### src/spr_defines.vh
// constants for the strap and pin routing block
`ifndef SPR_DEFINES_VH
`define SPR_DEFINES_VH

// ****************************************
// register map
// ****************************************
`define SPR_ADDR_W 4
`define SPR_ADDR_CTRL 4'h0
`define SPR_ADDR_STATUS 4'h4
`define SPR_ADDR_GPIO 4'h8
`define SPR_RESP_OKAY 2'h0
`define SPR_RESP_SLVERR 2'h2

// ****************************************
// control fields and reset values
// ****************************************
`define SPR_CTRL_REROUTE 0
`define SPR_CTRL_MASTER 1
`define SPR_CTRL_G0_ALERT 2
`define SPR_CTRL_CR_PUSHPULL 3
`define SPR_CTRL_WL_PD_OFF 4
`define SPR_CTRL_BT_PD_OFF 5
`define SPR_CTRL_RESET 8'h00
`define SPR_GPIO_OUT 0
`define SPR_GPIO_OE 1
`define SPR_GPIO_RESET 8'h00
`define SPR_STRAP_DEFAULT 1'b1

// ****************************************
// timing
// ****************************************
`define SPR_CLK_MHZ 200
`define SPR_STRAP_DELAY_US 2000
`define SPR_STRAP_CYCLES (`SPR_STRAP_DELAY_US * `SPR_CLK_MHZ)
`define SPR_SLEEP_CLK_HZ 32768
`define SPR_SLEEP_MISS_PERIODS 4
`define SPR_SLEEP_MISS_CYCLES (`SPR_SLEEP_MISS_PERIODS * `SPR_CLK_MHZ * 1000000 / `SPR_SLEEP_CLK_HZ)

`endif

### src/spr_strap_latch.v
// power-on strap sampler for the host interface select
`timescale 1ns/1ps
`include "spr_defines.vh"
module spr_strap_latch #(
    parameter DELAY_CYCLES = `SPR_STRAP_CYCLES
) (
    // clock and reset
    input wire aclk,
    input wire aresetn,
    // strap pin
    input wire strap_in,
    // latched result
    output reg done_r,
    output reg generic_mode_r
);
    localparam CW = $clog2(DELAY_CYCLES + 1);
    localparam integer LAST_I = DELAY_CYCLES - 1;
    localparam [CW-1:0] LAST = LAST_I[CW-1:0];

    reg [CW-1:0] cnt_r;

    // wait out the settle time, sample once, then hold until next reset
    always @(posedge aclk) begin
        if (!aresetn) begin
            cnt_r <= {CW{1'b0}};
            done_r <= 1'b0;
            generic_mode_r <= ~`SPR_STRAP_DEFAULT;
        end else if (!done_r) begin
            if (cnt_r == LAST) begin
                done_r <= 1'b1;
                generic_mode_r <= ~strap_in;
            end else begin
                cnt_r <= cnt_r + {{(CW-1){1'b0}}, 1'b1};
            end
        end
        // done_r never falls again, so the result is frozen
    end
endmodule

### src/spr_sleep_clk_mon.v
// presence monitor for the external sleep clock
`timescale 1ns/1ps
`include "spr_defines.vh"
module spr_sleep_clk_mon #(
    parameter MISS_CYCLES = `SPR_SLEEP_MISS_CYCLES
) (
    // clock and reset
    input wire aclk,
    input wire aresetn,
    // sleep clock pin, sampled as a plain input
    input wire sleep_clock_in,
    // presence flag
    output reg present_r
);
    localparam CW = $clog2(MISS_CYCLES + 1);
    localparam integer LAST_I = MISS_CYCLES - 1;
    localparam [CW-1:0] LAST = LAST_I[CW-1:0];

    reg prev_r;
    reg [CW-1:0] gap_r;

    // a rising edge proves the clock; a long gap without one means the pin is stuck low or high
    always @(posedge aclk) begin
        if (!aresetn) begin
            prev_r <= 1'b0;
            gap_r <= {CW{1'b0}};
            present_r <= 1'b0;
        end else begin
            prev_r <= sleep_clock_in;
            if (sleep_clock_in && !prev_r) begin
                gap_r <= {CW{1'b0}};
                present_r <= 1'b1;
            end else if (gap_r == LAST) begin
                present_r <= 1'b0;
            end else begin
                gap_r <= gap_r + {{(CW-1){1'b0}}, 1'b1};
            end
        end
    end
endmodule

### src/spr_pin_router.v
// pin function routing, strap capture, power enables and clock request
`timescale 1ns/1ps
`include "spr_defines.vh"
module spr_pin_router #(
    parameter STRAP_DELAY_CYCLES = `SPR_STRAP_CYCLES,
    parameter SLEEP_MISS_CYCLES = `SPR_SLEEP_MISS_CYCLES
) (
    // clock and reset
    input wire aclk,
    input wire aresetn,
    // axi4-lite register slave
    input wire [`SPR_ADDR_W-1:0] s_axi_awaddr,
    input wire s_axi_awvalid,
    output reg s_axi_awready,
    input wire [31:0] s_axi_wdata,
    input wire [3:0] s_axi_wstrb,
    input wire s_axi_wvalid,
    output reg s_axi_wready,
    output reg [1:0] s_axi_bresp,
    output reg s_axi_bvalid,
    input wire s_axi_bready,
    input wire [`SPR_ADDR_W-1:0] s_axi_araddr,
    input wire s_axi_arvalid,
    output reg s_axi_arready,
    output reg [31:0] s_axi_rdata,
    output reg [1:0] s_axi_rresp,
    output reg s_axi_rvalid,
    input wire s_axi_rready,
    // strap, enables and sleep clock pins
    input wire host_if_strap,
    input wire wlan_power_enable,
    input wire bluetooth_power_enable,
    input wire sleep_clock_in,
    // link uart and wake pins
    input wire link_serial_in,
    output reg link_serial_out,
    input wire link_clear_to_send_n_i,
    output reg link_clear_to_send_n_o,
    output reg link_clear_to_send_n_oe_n,
    input wire link_request_to_send_n_i,
    output reg link_request_to_send_n_o,
    output reg link_request_to_send_n_oe_n,
    input wire host_alert_pin_i,
    output reg host_alert_pin_o,
    output reg host_alert_pin_oe_n,
    input wire device_wake_pin_i,
    output reg device_wake_pin_o,
    output reg device_wake_pin_oe_n,
    // dedicated voice pins
    input wire voice_clk_pin_i,
    output reg voice_clk_pin_o,
    output reg voice_clk_pin_oe_n,
    input wire voice_sync_pin_i,
    output reg voice_sync_pin_o,
    output reg voice_sync_pin_oe_n,
    input wire voice_in_pin,
    output reg voice_out_pin,
    // clock request and gpio zero pins
    input wire clk_req_pin_i,
    output reg clk_req_pin_o,
    output reg clk_req_pin_oe_n,
    input wire gpio0_pin_i,
    output reg gpio0_pin_o,
    output reg gpio0_pin_oe_n,
    // bluetooth section side
    input wire bt_serial_out,
    input wire bt_rts_n,
    input wire host_alert_pin,
    input wire host_alert_pin_en,
    input wire bt_voice_clk,
    input wire bt_voice_sync,
    input wire bt_voice_dout,
    input wire bt_clk_need,
    output reg bt_serial_in,
    output reg bt_cts_n,
    output reg device_wake_pin,
    output reg bt_voice_clk_in,
    output reg bt_voice_sync_in,
    output reg bt_voice_din,
    output reg bt_three_wire,
    output reg bt_voice_master,
    output reg bt_regulator_on,
    output reg bt_reset_n,
    output reg ble_deep_sleep_ok,
    // wlan section side
    input wire wlan_clk_need,
    input wire wlan_host_alert,
    output reg wlan_regulator_on,
    output reg wlan_reset_n,
    output reg wlan_generic_serial_host_mode,
    output reg wlan_strap_done,
    // pad pull-down controls
    output reg wlan_enable_pulldown_on,
    output reg bt_enable_pulldown_on
);
    // ****************************************
    // state and helpers
    // ****************************************
    reg [7:0] ctrl_r;
    reg [7:0] gpio_r;
    reg [`SPR_ADDR_W-1:0] awaddr_r;
    reg [7:0] wdata_r;
    reg wstrb0_r;
    wire strap_done;
    wire strap_generic;
    wire sleep_ok;
    wire [7:0] status_w;
    wire reroute;
    wire master;
    wire clk_need;

    // only three aligned words are mapped
    function addr_ok;
        input [`SPR_ADDR_W-1:0] a;
        begin
            addr_ok = (a == `SPR_ADDR_CTRL) || (a == `SPR_ADDR_STATUS) ||
                      (a == `SPR_ADDR_GPIO);
        end
    endfunction

    // read mux; all registers sit in the low byte
    function [31:0] rd_word;
        input [`SPR_ADDR_W-1:0] a;
        input [7:0] c;
        input [7:0] s;
        input [7:0] g;
        begin
            case (a)
                `SPR_ADDR_CTRL: rd_word = {24'h000000, c};
                `SPR_ADDR_STATUS: rd_word = {24'h000000, s};
                `SPR_ADDR_GPIO: rd_word = {24'h000000, g};
                default: rd_word = 32'h00000000;
            endcase
        end
    endfunction

    assign reroute = ctrl_r[`SPR_CTRL_REROUTE];
    assign master = ctrl_r[`SPR_CTRL_MASTER];
    assign clk_need = wlan_clk_need | bt_clk_need;
    assign status_w = {1'b0, clk_req_pin_i, ~bt_reset_n, ~wlan_reset_n,
                       ble_deep_sleep_ok, gpio0_pin_i, wlan_strap_done,
                       wlan_generic_serial_host_mode};

    // ****************************************
    // strap capture and sleep clock
    // ****************************************
    spr_strap_latch #(
        .DELAY_CYCLES(STRAP_DELAY_CYCLES)
    ) u_strap (
        .aclk(aclk),
        .aresetn(aresetn),
        .strap_in(host_if_strap),
        .done_r(strap_done),
        .generic_mode_r(strap_generic)
    );

    spr_sleep_clk_mon #(
        .MISS_CYCLES(SLEEP_MISS_CYCLES)
    ) u_sleep (
        .aclk(aclk),
        .aresetn(aresetn),
        .sleep_clock_in(sleep_clock_in),
        .present_r(sleep_ok)
    );

    // ****************************************
    // axi4-lite write channel
    // ****************************************
    // address and data are taken in either order; response after both
    always @(posedge aclk) begin
        if (!aresetn) begin
            s_axi_awready <= 1'b1;
            s_axi_wready <= 1'b1;
            s_axi_bvalid <= 1'b0;
            s_axi_bresp <= `SPR_RESP_OKAY;
            awaddr_r <= {`SPR_ADDR_W{1'b0}};
            wdata_r <= 8'h00;
            wstrb0_r <= 1'b0;
            ctrl_r <= `SPR_CTRL_RESET;
            gpio_r <= `SPR_GPIO_RESET;
        end else begin
            if (s_axi_awvalid && s_axi_awready) begin
                awaddr_r <= s_axi_awaddr;
                s_axi_awready <= 1'b0;
            end
            if (s_axi_wvalid && s_axi_wready) begin
                wdata_r <= s_axi_wdata[7:0];
                wstrb0_r <= s_axi_wstrb[0];
                s_axi_wready <= 1'b0;
            end
            if (!s_axi_awready && !s_axi_wready && !s_axi_bvalid) begin
                s_axi_bvalid <= 1'b1;
                s_axi_bresp <= addr_ok(awaddr_r) ? `SPR_RESP_OKAY : `SPR_RESP_SLVERR;
                // status is read only; a write there is accepted and dropped
                if (wstrb0_r && awaddr_r == `SPR_ADDR_CTRL) begin
                    ctrl_r <= wdata_r;
                end
                if (wstrb0_r && awaddr_r == `SPR_ADDR_GPIO) begin
                    gpio_r <= wdata_r;
                end
            end
            if (s_axi_bvalid && s_axi_bready) begin
                s_axi_bvalid <= 1'b0;
                s_axi_awready <= 1'b1;
                s_axi_wready <= 1'b1;
            end
        end
    end

    // ****************************************
    // axi4-lite read channel
    // ****************************************
    // one read at a time, data one cycle after the address is taken
    always @(posedge aclk) begin
        if (!aresetn) begin
            s_axi_arready <= 1'b1;
            s_axi_rvalid <= 1'b0;
            s_axi_rdata <= 32'h00000000;
            s_axi_rresp <= `SPR_RESP_OKAY;
        end else if (s_axi_arvalid && s_axi_arready) begin
            s_axi_arready <= 1'b0;
            s_axi_rvalid <= 1'b1;
            s_axi_rdata <= rd_word(s_axi_araddr, ctrl_r, status_w, gpio_r);
            s_axi_rresp <= addr_ok(s_axi_araddr) ? `SPR_RESP_OKAY : `SPR_RESP_SLVERR;
        end else if (s_axi_rvalid && s_axi_rready) begin
            s_axi_rvalid <= 1'b0;
            s_axi_arready <= 1'b1;
        end
    end

    // ****************************************
    // power, reset, strap and sleep outputs
    // ****************************************
    // wlan also waits for the strap so its host port never starts in the wrong mode
    always @(posedge aclk) begin
        if (!aresetn) begin
            wlan_regulator_on <= 1'b0;
            wlan_reset_n <= 1'b0;
            bt_regulator_on <= 1'b0;
            bt_reset_n <= 1'b0;
            wlan_enable_pulldown_on <= 1'b1;
            bt_enable_pulldown_on <= 1'b1;
            wlan_generic_serial_host_mode <= ~`SPR_STRAP_DEFAULT;
            wlan_strap_done <= 1'b0;
            ble_deep_sleep_ok <= 1'b0;
        end else begin
            wlan_regulator_on <= wlan_power_enable;
            wlan_reset_n <= wlan_power_enable & strap_done;
            bt_regulator_on <= bluetooth_power_enable;
            bt_reset_n <= bluetooth_power_enable;
            wlan_enable_pulldown_on <= ~ctrl_r[`SPR_CTRL_WL_PD_OFF];
            bt_enable_pulldown_on <= ~ctrl_r[`SPR_CTRL_BT_PD_OFF];
            wlan_generic_serial_host_mode <= strap_generic;
            wlan_strap_done <= strap_done;
            ble_deep_sleep_ok <= sleep_ok;
        end
    end

    // ****************************************
    // clock request and gpio zero
    // ****************************************
    // open drain unless the push-pull bit is set: pull low when idle, release so the board pull-up shows the request
    always @(posedge aclk) begin
        if (!aresetn) begin
            clk_req_pin_o <= 1'b0;
            clk_req_pin_oe_n <= 1'b0;
            gpio0_pin_o <= 1'b0;
            gpio0_pin_oe_n <= 1'b1;
        end else begin
            if (ctrl_r[`SPR_CTRL_CR_PUSHPULL]) begin
                clk_req_pin_o <= clk_need;
                clk_req_pin_oe_n <= 1'b0;
            end else begin
                clk_req_pin_o <= 1'b0;
                clk_req_pin_oe_n <= clk_need;
            end
            if (ctrl_r[`SPR_CTRL_G0_ALERT]) begin
                gpio0_pin_o <= wlan_host_alert;
                gpio0_pin_oe_n <= 1'b0;
            end else begin
                gpio0_pin_o <= gpio_r[`SPR_GPIO_OUT];
                gpio0_pin_oe_n <= ~gpio_r[`SPR_GPIO_OE];
            end
        end
    end

    // ****************************************
    // link, wake and voice routing
    // ****************************************
    // every pin and every bluetooth-side signal is registered, one cycle of delay
    always @(posedge aclk) begin
        if (!aresetn) begin
            link_serial_out <= 1'b1;
            link_request_to_send_n_o <= 1'b1;
            link_request_to_send_n_oe_n <= 1'b0;
            link_clear_to_send_n_o <= 1'b1;
            link_clear_to_send_n_oe_n <= 1'b1;
            host_alert_pin_o <= 1'b0;
            host_alert_pin_oe_n <= 1'b1;
            device_wake_pin_o <= 1'b0;
            device_wake_pin_oe_n <= 1'b1;
            voice_clk_pin_o <= 1'b0;
            voice_clk_pin_oe_n <= 1'b1;
            voice_sync_pin_o <= 1'b0;
            voice_sync_pin_oe_n <= 1'b1;
            voice_out_pin <= 1'b0;
            bt_serial_in <= 1'b1;
            bt_cts_n <= 1'b1;
            device_wake_pin <= 1'b0;
            bt_voice_clk_in <= 1'b0;
            bt_voice_sync_in <= 1'b0;
            bt_voice_din <= 1'b0;
            bt_three_wire <= 1'b0;
            bt_voice_master <= 1'b0;
        end else begin
            // serial lines keep their function in both modes
            link_serial_out <= bt_serial_out;
            bt_serial_in <= link_serial_in;
            bt_three_wire <= reroute;
            bt_voice_master <= master;
            device_wake_pin_o <= 1'b0;
            device_wake_pin_oe_n <= 1'b1;
            if (reroute) begin
                // voice on the link pins; flow control is gone, so cts reads clear
                link_request_to_send_n_o <= bt_voice_clk;
                link_request_to_send_n_oe_n <= ~master;
                link_clear_to_send_n_o <= bt_voice_dout;
                link_clear_to_send_n_oe_n <= 1'b0;
                host_alert_pin_o <= bt_voice_sync;
                host_alert_pin_oe_n <= ~master;
                bt_cts_n <= 1'b0;
                device_wake_pin <= 1'b0;
                bt_voice_din <= device_wake_pin_i;
                bt_voice_clk_in <= master ? bt_voice_clk : link_request_to_send_n_i;
                bt_voice_sync_in <= master ? bt_voice_sync : host_alert_pin_i;
                // dedicated voice clock and sync pins are released and voice out is held low while rerouted
                voice_clk_pin_o <= 1'b0;
                voice_clk_pin_oe_n <= 1'b1;
                voice_sync_pin_o <= 1'b0;
                voice_sync_pin_oe_n <= 1'b1;
                voice_out_pin <= 1'b0;
            end else begin
                // active-low flow control: rts driven out, cts taken in
                link_request_to_send_n_o <= bt_rts_n;
                link_request_to_send_n_oe_n <= 1'b0;
                link_clear_to_send_n_o <= 1'b1;
                link_clear_to_send_n_oe_n <= 1'b1;
                bt_cts_n <= link_clear_to_send_n_i;
                host_alert_pin_o <= host_alert_pin;
                host_alert_pin_oe_n <= ~host_alert_pin_en;
                device_wake_pin <= device_wake_pin_i;
                bt_voice_din <= voice_in_pin;
                voice_clk_pin_o <= bt_voice_clk;
                voice_clk_pin_oe_n <= ~master;
                voice_sync_pin_o <= bt_voice_sync;
                voice_sync_pin_oe_n <= ~master;
                voice_out_pin <= bt_voice_dout;
                bt_voice_clk_in <= master ? bt_voice_clk : voice_clk_pin_i;
                bt_voice_sync_in <= master ? bt_voice_sync : voice_sync_pin_i;
            end
        end
    end
endmodule

### config.mk
export PLATFORM = sky130hd
export DESIGN_NAME = spr_pin_router
export DESIGN_NICKNAME = d
export VERILOG_FILES = /design/src/spr_strap_latch.v /design/src/spr_sleep_clk_mon.v /design/src/spr_pin_router.v
export VERILOG_INCLUDE_DIRS = /design/src
export SDC_FILE = /design/constraint.sdc
export NUM_CORES = 1
export LEC_CHECK = 0
export BUFFER_PORTS_ARGS = -buffer_cell sky130_fd_sc_hd__buf_2
export CORE_MARGIN = 3
export CORE_UTILIZATION = 45
export CTS_CLUSTER_DIAMETER = 50
export DETAILED_ROUTE_END_ITERATION = 7
export HOLD_SLACK_MARGIN = 0.15
export PLACE_DENSITY = 0.72
export REMOVE_ABC_BUFFERS = 1
export SLEW_MARGIN = 0
export SYNTH_ARGS = -nofsm -noshare
export SYNTH_HDL_FRONTEND = slang
export SYNTH_HIERARCHICAL = 1
export SYNTH_SLANG_ARGS = --single-unit
### constraint.sdc
create_clock -name aclk -period 5.4 [get_ports aclk]
set_clock_uncertainty 0.2 [all_clocks]
set_input_delay 0.81 -clock aclk [delete_from_list [all_inputs] [get_ports aclk]]
set_output_delay 0.81 -clock aclk [all_outputs]
set_load 0.005 [all_outputs]
==> flow_summary.toml, run 1 <==
[status]
status = "complete, no violations"

[placement]
dpl.hpwl_microns = 7440
place_congestion = 0.836
portBuffers = 95

[critical_path]
critPathTopFamily = "flip-flops"
cp.buffers_inverters = 1
worstPathCellList = "buf_2"
required_ps = 4390
start_kind = "flop"
critical_path.max_fanout = 13
crit_slowest_cell = "dfxtp_1"
worstSetupEndpointType = "output pin"
critical-path-max-stage-delay_ps = 580
worstPathArrival_ps = 1290
critical_path_class = "flop to output pin"

[finish]
diodes = 0
nFillCells = 921
area_growth_pct = 21.7
drive_above_1_share_pct = 23.3
final_common_cell = "dfxtp_1"
final_cell_mix = "dfxtp_1, buf_2, nand2_1, mux2i_1, conb_1"
final_nets = 695

[timing]
fmax_mhz = 434
period_share_pct = 42.7
fin_tns_setup_ps = 0
finalSetupViolCount = 0
whs_ps = 212
worstMarginPinSlew_ps = 960
slew_headroom_pct = 35.5
rsz0062_at_grt = "false"
fin_crit_ps = 2300
final_hold_viol_count = 0
drv_slew = 0

[detailed_routing]
ant_nets = 0
drc = 0
wl_per_cell_microns = 13.5
vias_per_cell = 5.10
drt_first_iter_violations = 195
first_pass_iters = 4
routed_wl_microns = 10400
vias = 3909

[power]
p_leak_nw = 2.39
power_density_mw_per_mm2 = 353
vdd_drop_max_mv = 0.197

[clock_tree]
clk_latency_ps = 520
clkTransAtPathRegs_ps = 60
post_cts_resized = 0
cts.sink_count = 113
clockRootBuffer = "clkbuf_8"
post_cts_buffers = 0
cts.htree.levels = 4
cts_buffers = 17
cts_tree = "built"
holdBufCountCts = 0
cts.path.max_buffers = 2

[global_route]
grt_max_degree = 42
grt_pass1_vias = 3565
gr-usage-all-layers_pct = 17.4
gr-total-overflow = 0
antenna_found_initial = 0
grt_pass1_wl_microns = 16300

[synth]
ys_seq_elements = 113
yosysTopAreaCell = "dfxtp_1"
yosys_warnings = 6
syn-cell-area_sq_mm = 0.00484
async_flop_share_pct = 0
synth-edff-count = 0
avgSynthCellArea_sq_um = 9.23
yosysUniqueCellTypes = 57
synth_ff_type = "dfxtp_1"
ys_seq_area_share_pct = 46.8
synthCells = 524
synth_area_leaders = "dfxtp_1, mux2i_1, buf_4"
synth_top_area_share_pct = 46.8

[floorplanning]
fp-row-count = 37
io_pins = 151
die_w_microns = 110
core_area_sq_mm = 0.0104
start_util_pct = 46.6
die_y_microns = 110
die-area_sq_mm = 0.0120

[flow_run]
cap_violations = 0

[min_path]
min_path_type = "flop to flop"
## sequential cells by signal, indices dropped and copies added (netlist names), 4 cells and up
name / flops
u_strap/cnt_r: 19
u_sleep/gap_r: 15
ctrl_r: 8
gpio_r: 8
s_axi_rdata: 8
wdata_r: 8
awaddr_r: 4
## final timing paths
check	to	slack (ps)	cells after the start	startpoint
setup reg to reg	ctrl_r[1]	3230	4	s_axi_wready
hold / removal	wlan_enable_pulldown_on	210	1	ctrl_r[4]
hold reg to reg	wlan_enable_pulldown_on	210	1	ctrl_r[4]
setup / recovery	s_axi_wready	3100	1	s_axi_wready
## per-layer routing
layer / routed length, microns / track usage [%] / vias to the layer above
met2: 4960 / 29.4 / 137
met5: 0 / 0 / -
met4: 146 / 6.86 / 0
met1: 4420 / 20.4 / 1792
li1: - / - / 1965
met3: 846 / 5.70 / 15
## cell usage after synthesis (4+ instances only)
cell type	count
dfxtp_1	113
nor3_1	6
xnor2_1	5
or3_1	8
inv_1	19
or4_1	7
nand3_1	20
buf_4	30
clkbuf_1	15
a21boi_0	13
a31oi_1	7
nand2_1	55
o31ai_1	7
nand4_1	4
nand2b_1	13
nor4_1	7
a22oi_1	6
nor2b_1	24
nor2_1	21
and2_1	16
a22o_1	6
o21ai_0	24
mux2i_1	31
a21oi_1	20
## through the flow
step           cells  utilization, %  total power [mW]  setup slack, ps  instance area (sq um)
4_1_cts          766            56.8              2.10             3080                   5890
6_report         766            56.8              2.08             3100                   5890
2_1_floorplan    501               -             0.934             3180                   4630
3_5_place_dp     734            51.0             0.988             2620                   5290
3_3_place_gp     734            51.0             0.985             2680                   5290
5_1_grt          766            56.8              2.15             2920                   5890
## area by class of cell
class,instances,area (sq um),area share (%)
flip-flops and latches,113,2260,38.4
inverters,20,75.1,1.28
multi-input cells,368,2290,38.9
clock buffers,17,414,7.04
repair buffers,97,490,8.33
clock inverters,15,185,3.15
well taps,136,170,2.89
## kinds of logic (layout without fill, tap and decap cells)
kind of cell             count (synthesis)  in the layout  synth area share [%]
AND/OR/NAND/NOR                        204            204                  23.9
flip-flops                             113            113                  46.8
AO/OA/AOI/OAI                           94             94                  12.5
buffers and inverters                   69            149                  7.92
multiplexers                            33             33                  6.88
XOR/XNOR                                 6              6                  1.09
adder cells (fa/ha/maj)                  3              3                 0.776
other                                    2             28                 0.155
## where the power goes
part	switching (mW)	internal (mW)
Sequential	0.0166	0.855
Clock	0.398	0.706
Combinational	0.0552	0.0437
Total	0.470	1.61
Note: power is estimated with default switching activity, not from simulation.
==> inputs of run 2 (changes only) <==
Settings changed: ABC_AREA set to 1, PLACE_DENSITY 0.72 to 0.74.
Clock period 5.4 ns to 1.9 ns, I/O delays scaled along.
==> flow_summary.toml, run 2 <==
[critical_path]
worstSetupEndpointType = "flop"
path_common_cell = "dlygate4sd3_1"
crit_slowest_cell = "dlygate4sd3_1"
worstPathArrival_ps = 1970
critical_path.max_fanout = 9
critical-path-max-stage-delay_ps = 640
critical_path_class = "input port to flop"
regToRegStartpoint = "ctrl_r[0]"
ff2ff_path_depth = 4
required_ps = 2060
start_kind = "input port"
cp.buffers_inverters = 3
critPathTopFamily = "buffers and inverters"
r2r_end = "host_alert_pin_o"
worstPathCellList = "clkbuf_4, dlygate4sd3_1, nand2_2, o21ai_0, dlygate4sd3_1"
reg2reg_slack_ps = 170

[global_route]
grt_pass1_wl_microns = 21100
gr-usage-all-layers_pct = 20.4
gr-total-overflow = 0
grt_max_degree = 39
antenna_found_initial = 0
grt_pass1_vias = 4567

[finish]
final_cell_mix = "nand2_1, dfxtp_1, nor2_1, buf_2, inv_1"
reg_top3 = "u_strap/cnt_r: 19 flops, u_sleep/gap_r: 15 flops"
final_nets = 924
final_common_cell = "nand2_1"
diodes = 0
drive_above_1_share_pct = 21.7
area_growth_pct = 33.3
regMostFlops = "u_strap/cnt_r"
nFillCells = 904
fin_area_sq_mm = 0.00675
largest_reg_flops = 19

[synth]
yosysTopAreaCell = "dfxtp_1"
avgSynthCellArea_sq_um = 7.37
synth_top_area_share_pct = 44.7
yosys_warnings = 6
yosysUniqueCellTypes = 37
syn-cell-area_sq_mm = 0.00506
synth-edff-count = 0
synth_area_leaders = "dfxtp_1, nand2_1, nor2_1"
ys_seq_elements = 113
async_flop_share_pct = 0
synth_most_common_cell = "nand2_1"
synth_ff_type = "dfxtp_1"
synthCells = 686
yosys-top-cells-count = "nand2_1, dfxtp_1, nor2_1, inv_1, nand3_1"
ys_seq_area_share_pct = 44.7

[placement]
place_congestion = 0.815
place_area_sq_mm = 0.00556
portBuffers = 95
pre_cts_slack_ps = 130
dpl.hpwl_microns = 7290

[detailed_routing]
drt_first_iter_violations = 364
first_pass_iters = 6
wl_per_cell_microns = 12.5
drc = 0
ant_nets = 0
vias = 4758
routed_wl_microns = 12500
vias_per_cell = 4.76

[timing]
whs_ps = 159
fin_tns_setup_ps = 0
worstMarginPinSlew_ps = 617
rsz0062_at_grt = "false"
drv_slew = 0
final_hold_viol_count = 0
finalSetupViolCount = 0
slew_headroom_pct = 58.8
fin_crit_ps = 1810
period_share_pct = 95.4
fmax_mhz = 552
setup_ws_ps = 86.9

[power]
p_leak_nw = 3.00
vdd_drop_max_mv = 0.635
power_density_mw_per_mm2 = 904
power_mw = 6.10

[floorplanning]
die_y_microns = 112
start_util_pct = 46.3
core_area_sq_mm = 0.0109
die_w_microns = 112
fp-row-count = 38
io_pins = 151
die-area_sq_mm = 0.0125

[clock_tree]
cts.htree.levels = 4
cts.path.max_buffers = 2
clk_latency_ps = 410
clkTransAtPathRegs_ps = 60
post_cts_buffers = 0
cts.sink_count = 113
cts_tree = "built"
cts_buffers = 17
clockRootBuffer = "clkbuf_16"

[min_path]
min_path_type = "input port to flop"
hold_start = "aresetn"
hold_depth = 3
hold_end = "bt_enable_pulldown_on"

[flow_run]
cap_violations = 0

[status]
status = "complete, no violations"
==> run 2: cell types whose count changed in the layout (fill, tap and decap cells not counted), sizes merged, moves of 16 or more <==
cell	previous run	this run
nand2	55	150
nor2	21	112
inv	22	83
dlygate4sd3	0	57
nand3	23	58
and2	16	0
mux2i	31	2
nor2b	24	0
a21oi	21	48
==> run 2: worst max path at each step <==
stage / endpoint / cells after the start / start
2_1_floorplan: u_strap/cnt_r[0] / 10 / u_strap/cnt_r[0]
3_3_place_gp: u_strap/cnt_r[1] / 10 / u_strap/cnt_r[0]
3_5_place_dp: u_strap/cnt_r[1] / 10 / u_strap/cnt_r[1]
4_1_cts: host_alert_pin_o / 5 / aresetn
5_1_grt: u_strap/cnt_r[1] / 10 / u_strap/cnt_r[0]
6_report: host_alert_pin_o / 5 / aresetn
==> run 2: logic make-up (layout without fill, tap and decap cells) <==
| kind of cell | after synthesis | after routing | synth area share (%) |
|---|---|---|---|
| flip-flops | 113 | 113 | 44.7 |
| XOR/XNOR | 4 | 4 | 0.693 |
| adder cells (fa/ha/maj) | 3 | 3 | 0.742 |
| multiplexers | 2 | 2 | 0.396 |
| AND/OR/NAND/NOR | 341 | 341 | 31.3 |
| other | 2 | 28 | 0.148 |
| AO/OA/AOI/OAI | 91 | 91 | 9.23 |
| buffers and inverters | 130 | 277 | 12.8 |
==> run 2: timing repair <==
item	4_1_cts	5_1_grt
hold buffers	57	0
endpoints found under the hold margin	55	0
gates resized for setup	0	7
endpoints found under the setup margin	0	5
==> run 2: area by class of cell <==
cell class	instances	area, sq um	area share, %
Timing Repair Buffer	162	1140	16.8
Inverter	83	312	4.62
Sequential cell	113	2260	33.6
Tap cell	140	175	2.60
Multi-Input combinational cell	469	2260	33.6
Clock inverter	14	154	2.28
Clock buffer	18	439	6.51
==> run 2: where the power goes <==
| group | total [mW] | internal [mW] | switching, mW |
|---|---|---|---|
| Sequential | 2.48 | 2.44 | 0.0393 |
| Clock | 3.16 | 1.98 | 1.18 |
| Combinational | 0.458 | 0.213 | 0.244 |
| Total | 6.10 | 4.63 | 1.46 |
==> run 2: layer usage <==
layer	vias up	GRT usage [%]	routed length (microns)
li1	2445	-	-
met1	2128	23.8	5250
met2	156	36.0	6230
met3	29	5.18	708
met4	0	7.53	306
met5	-	0	0
==> run 2: stage by stage <==
| stage | instances | utilization (%) |
|---|---|---|
| 2_1_floorplan | 665 | - |
| 5_1_grt | 999 | 61.7 |
| 4_1_cts | 999 | 61.5 |
| 3_3_place_gp | 910 | 50.8 |
| 6_report | 999 | 61.7 |
| 3_5_place_dp | 910 | 50.8 |
==> run 2: worst reg2reg max path, stage by stage, from the launching register on <==
cell and delay [ps]:
dfxtp_1 400, nor2_1 310, nand2_1 110, o21ai_0 90, dlygate4sd3_1 560
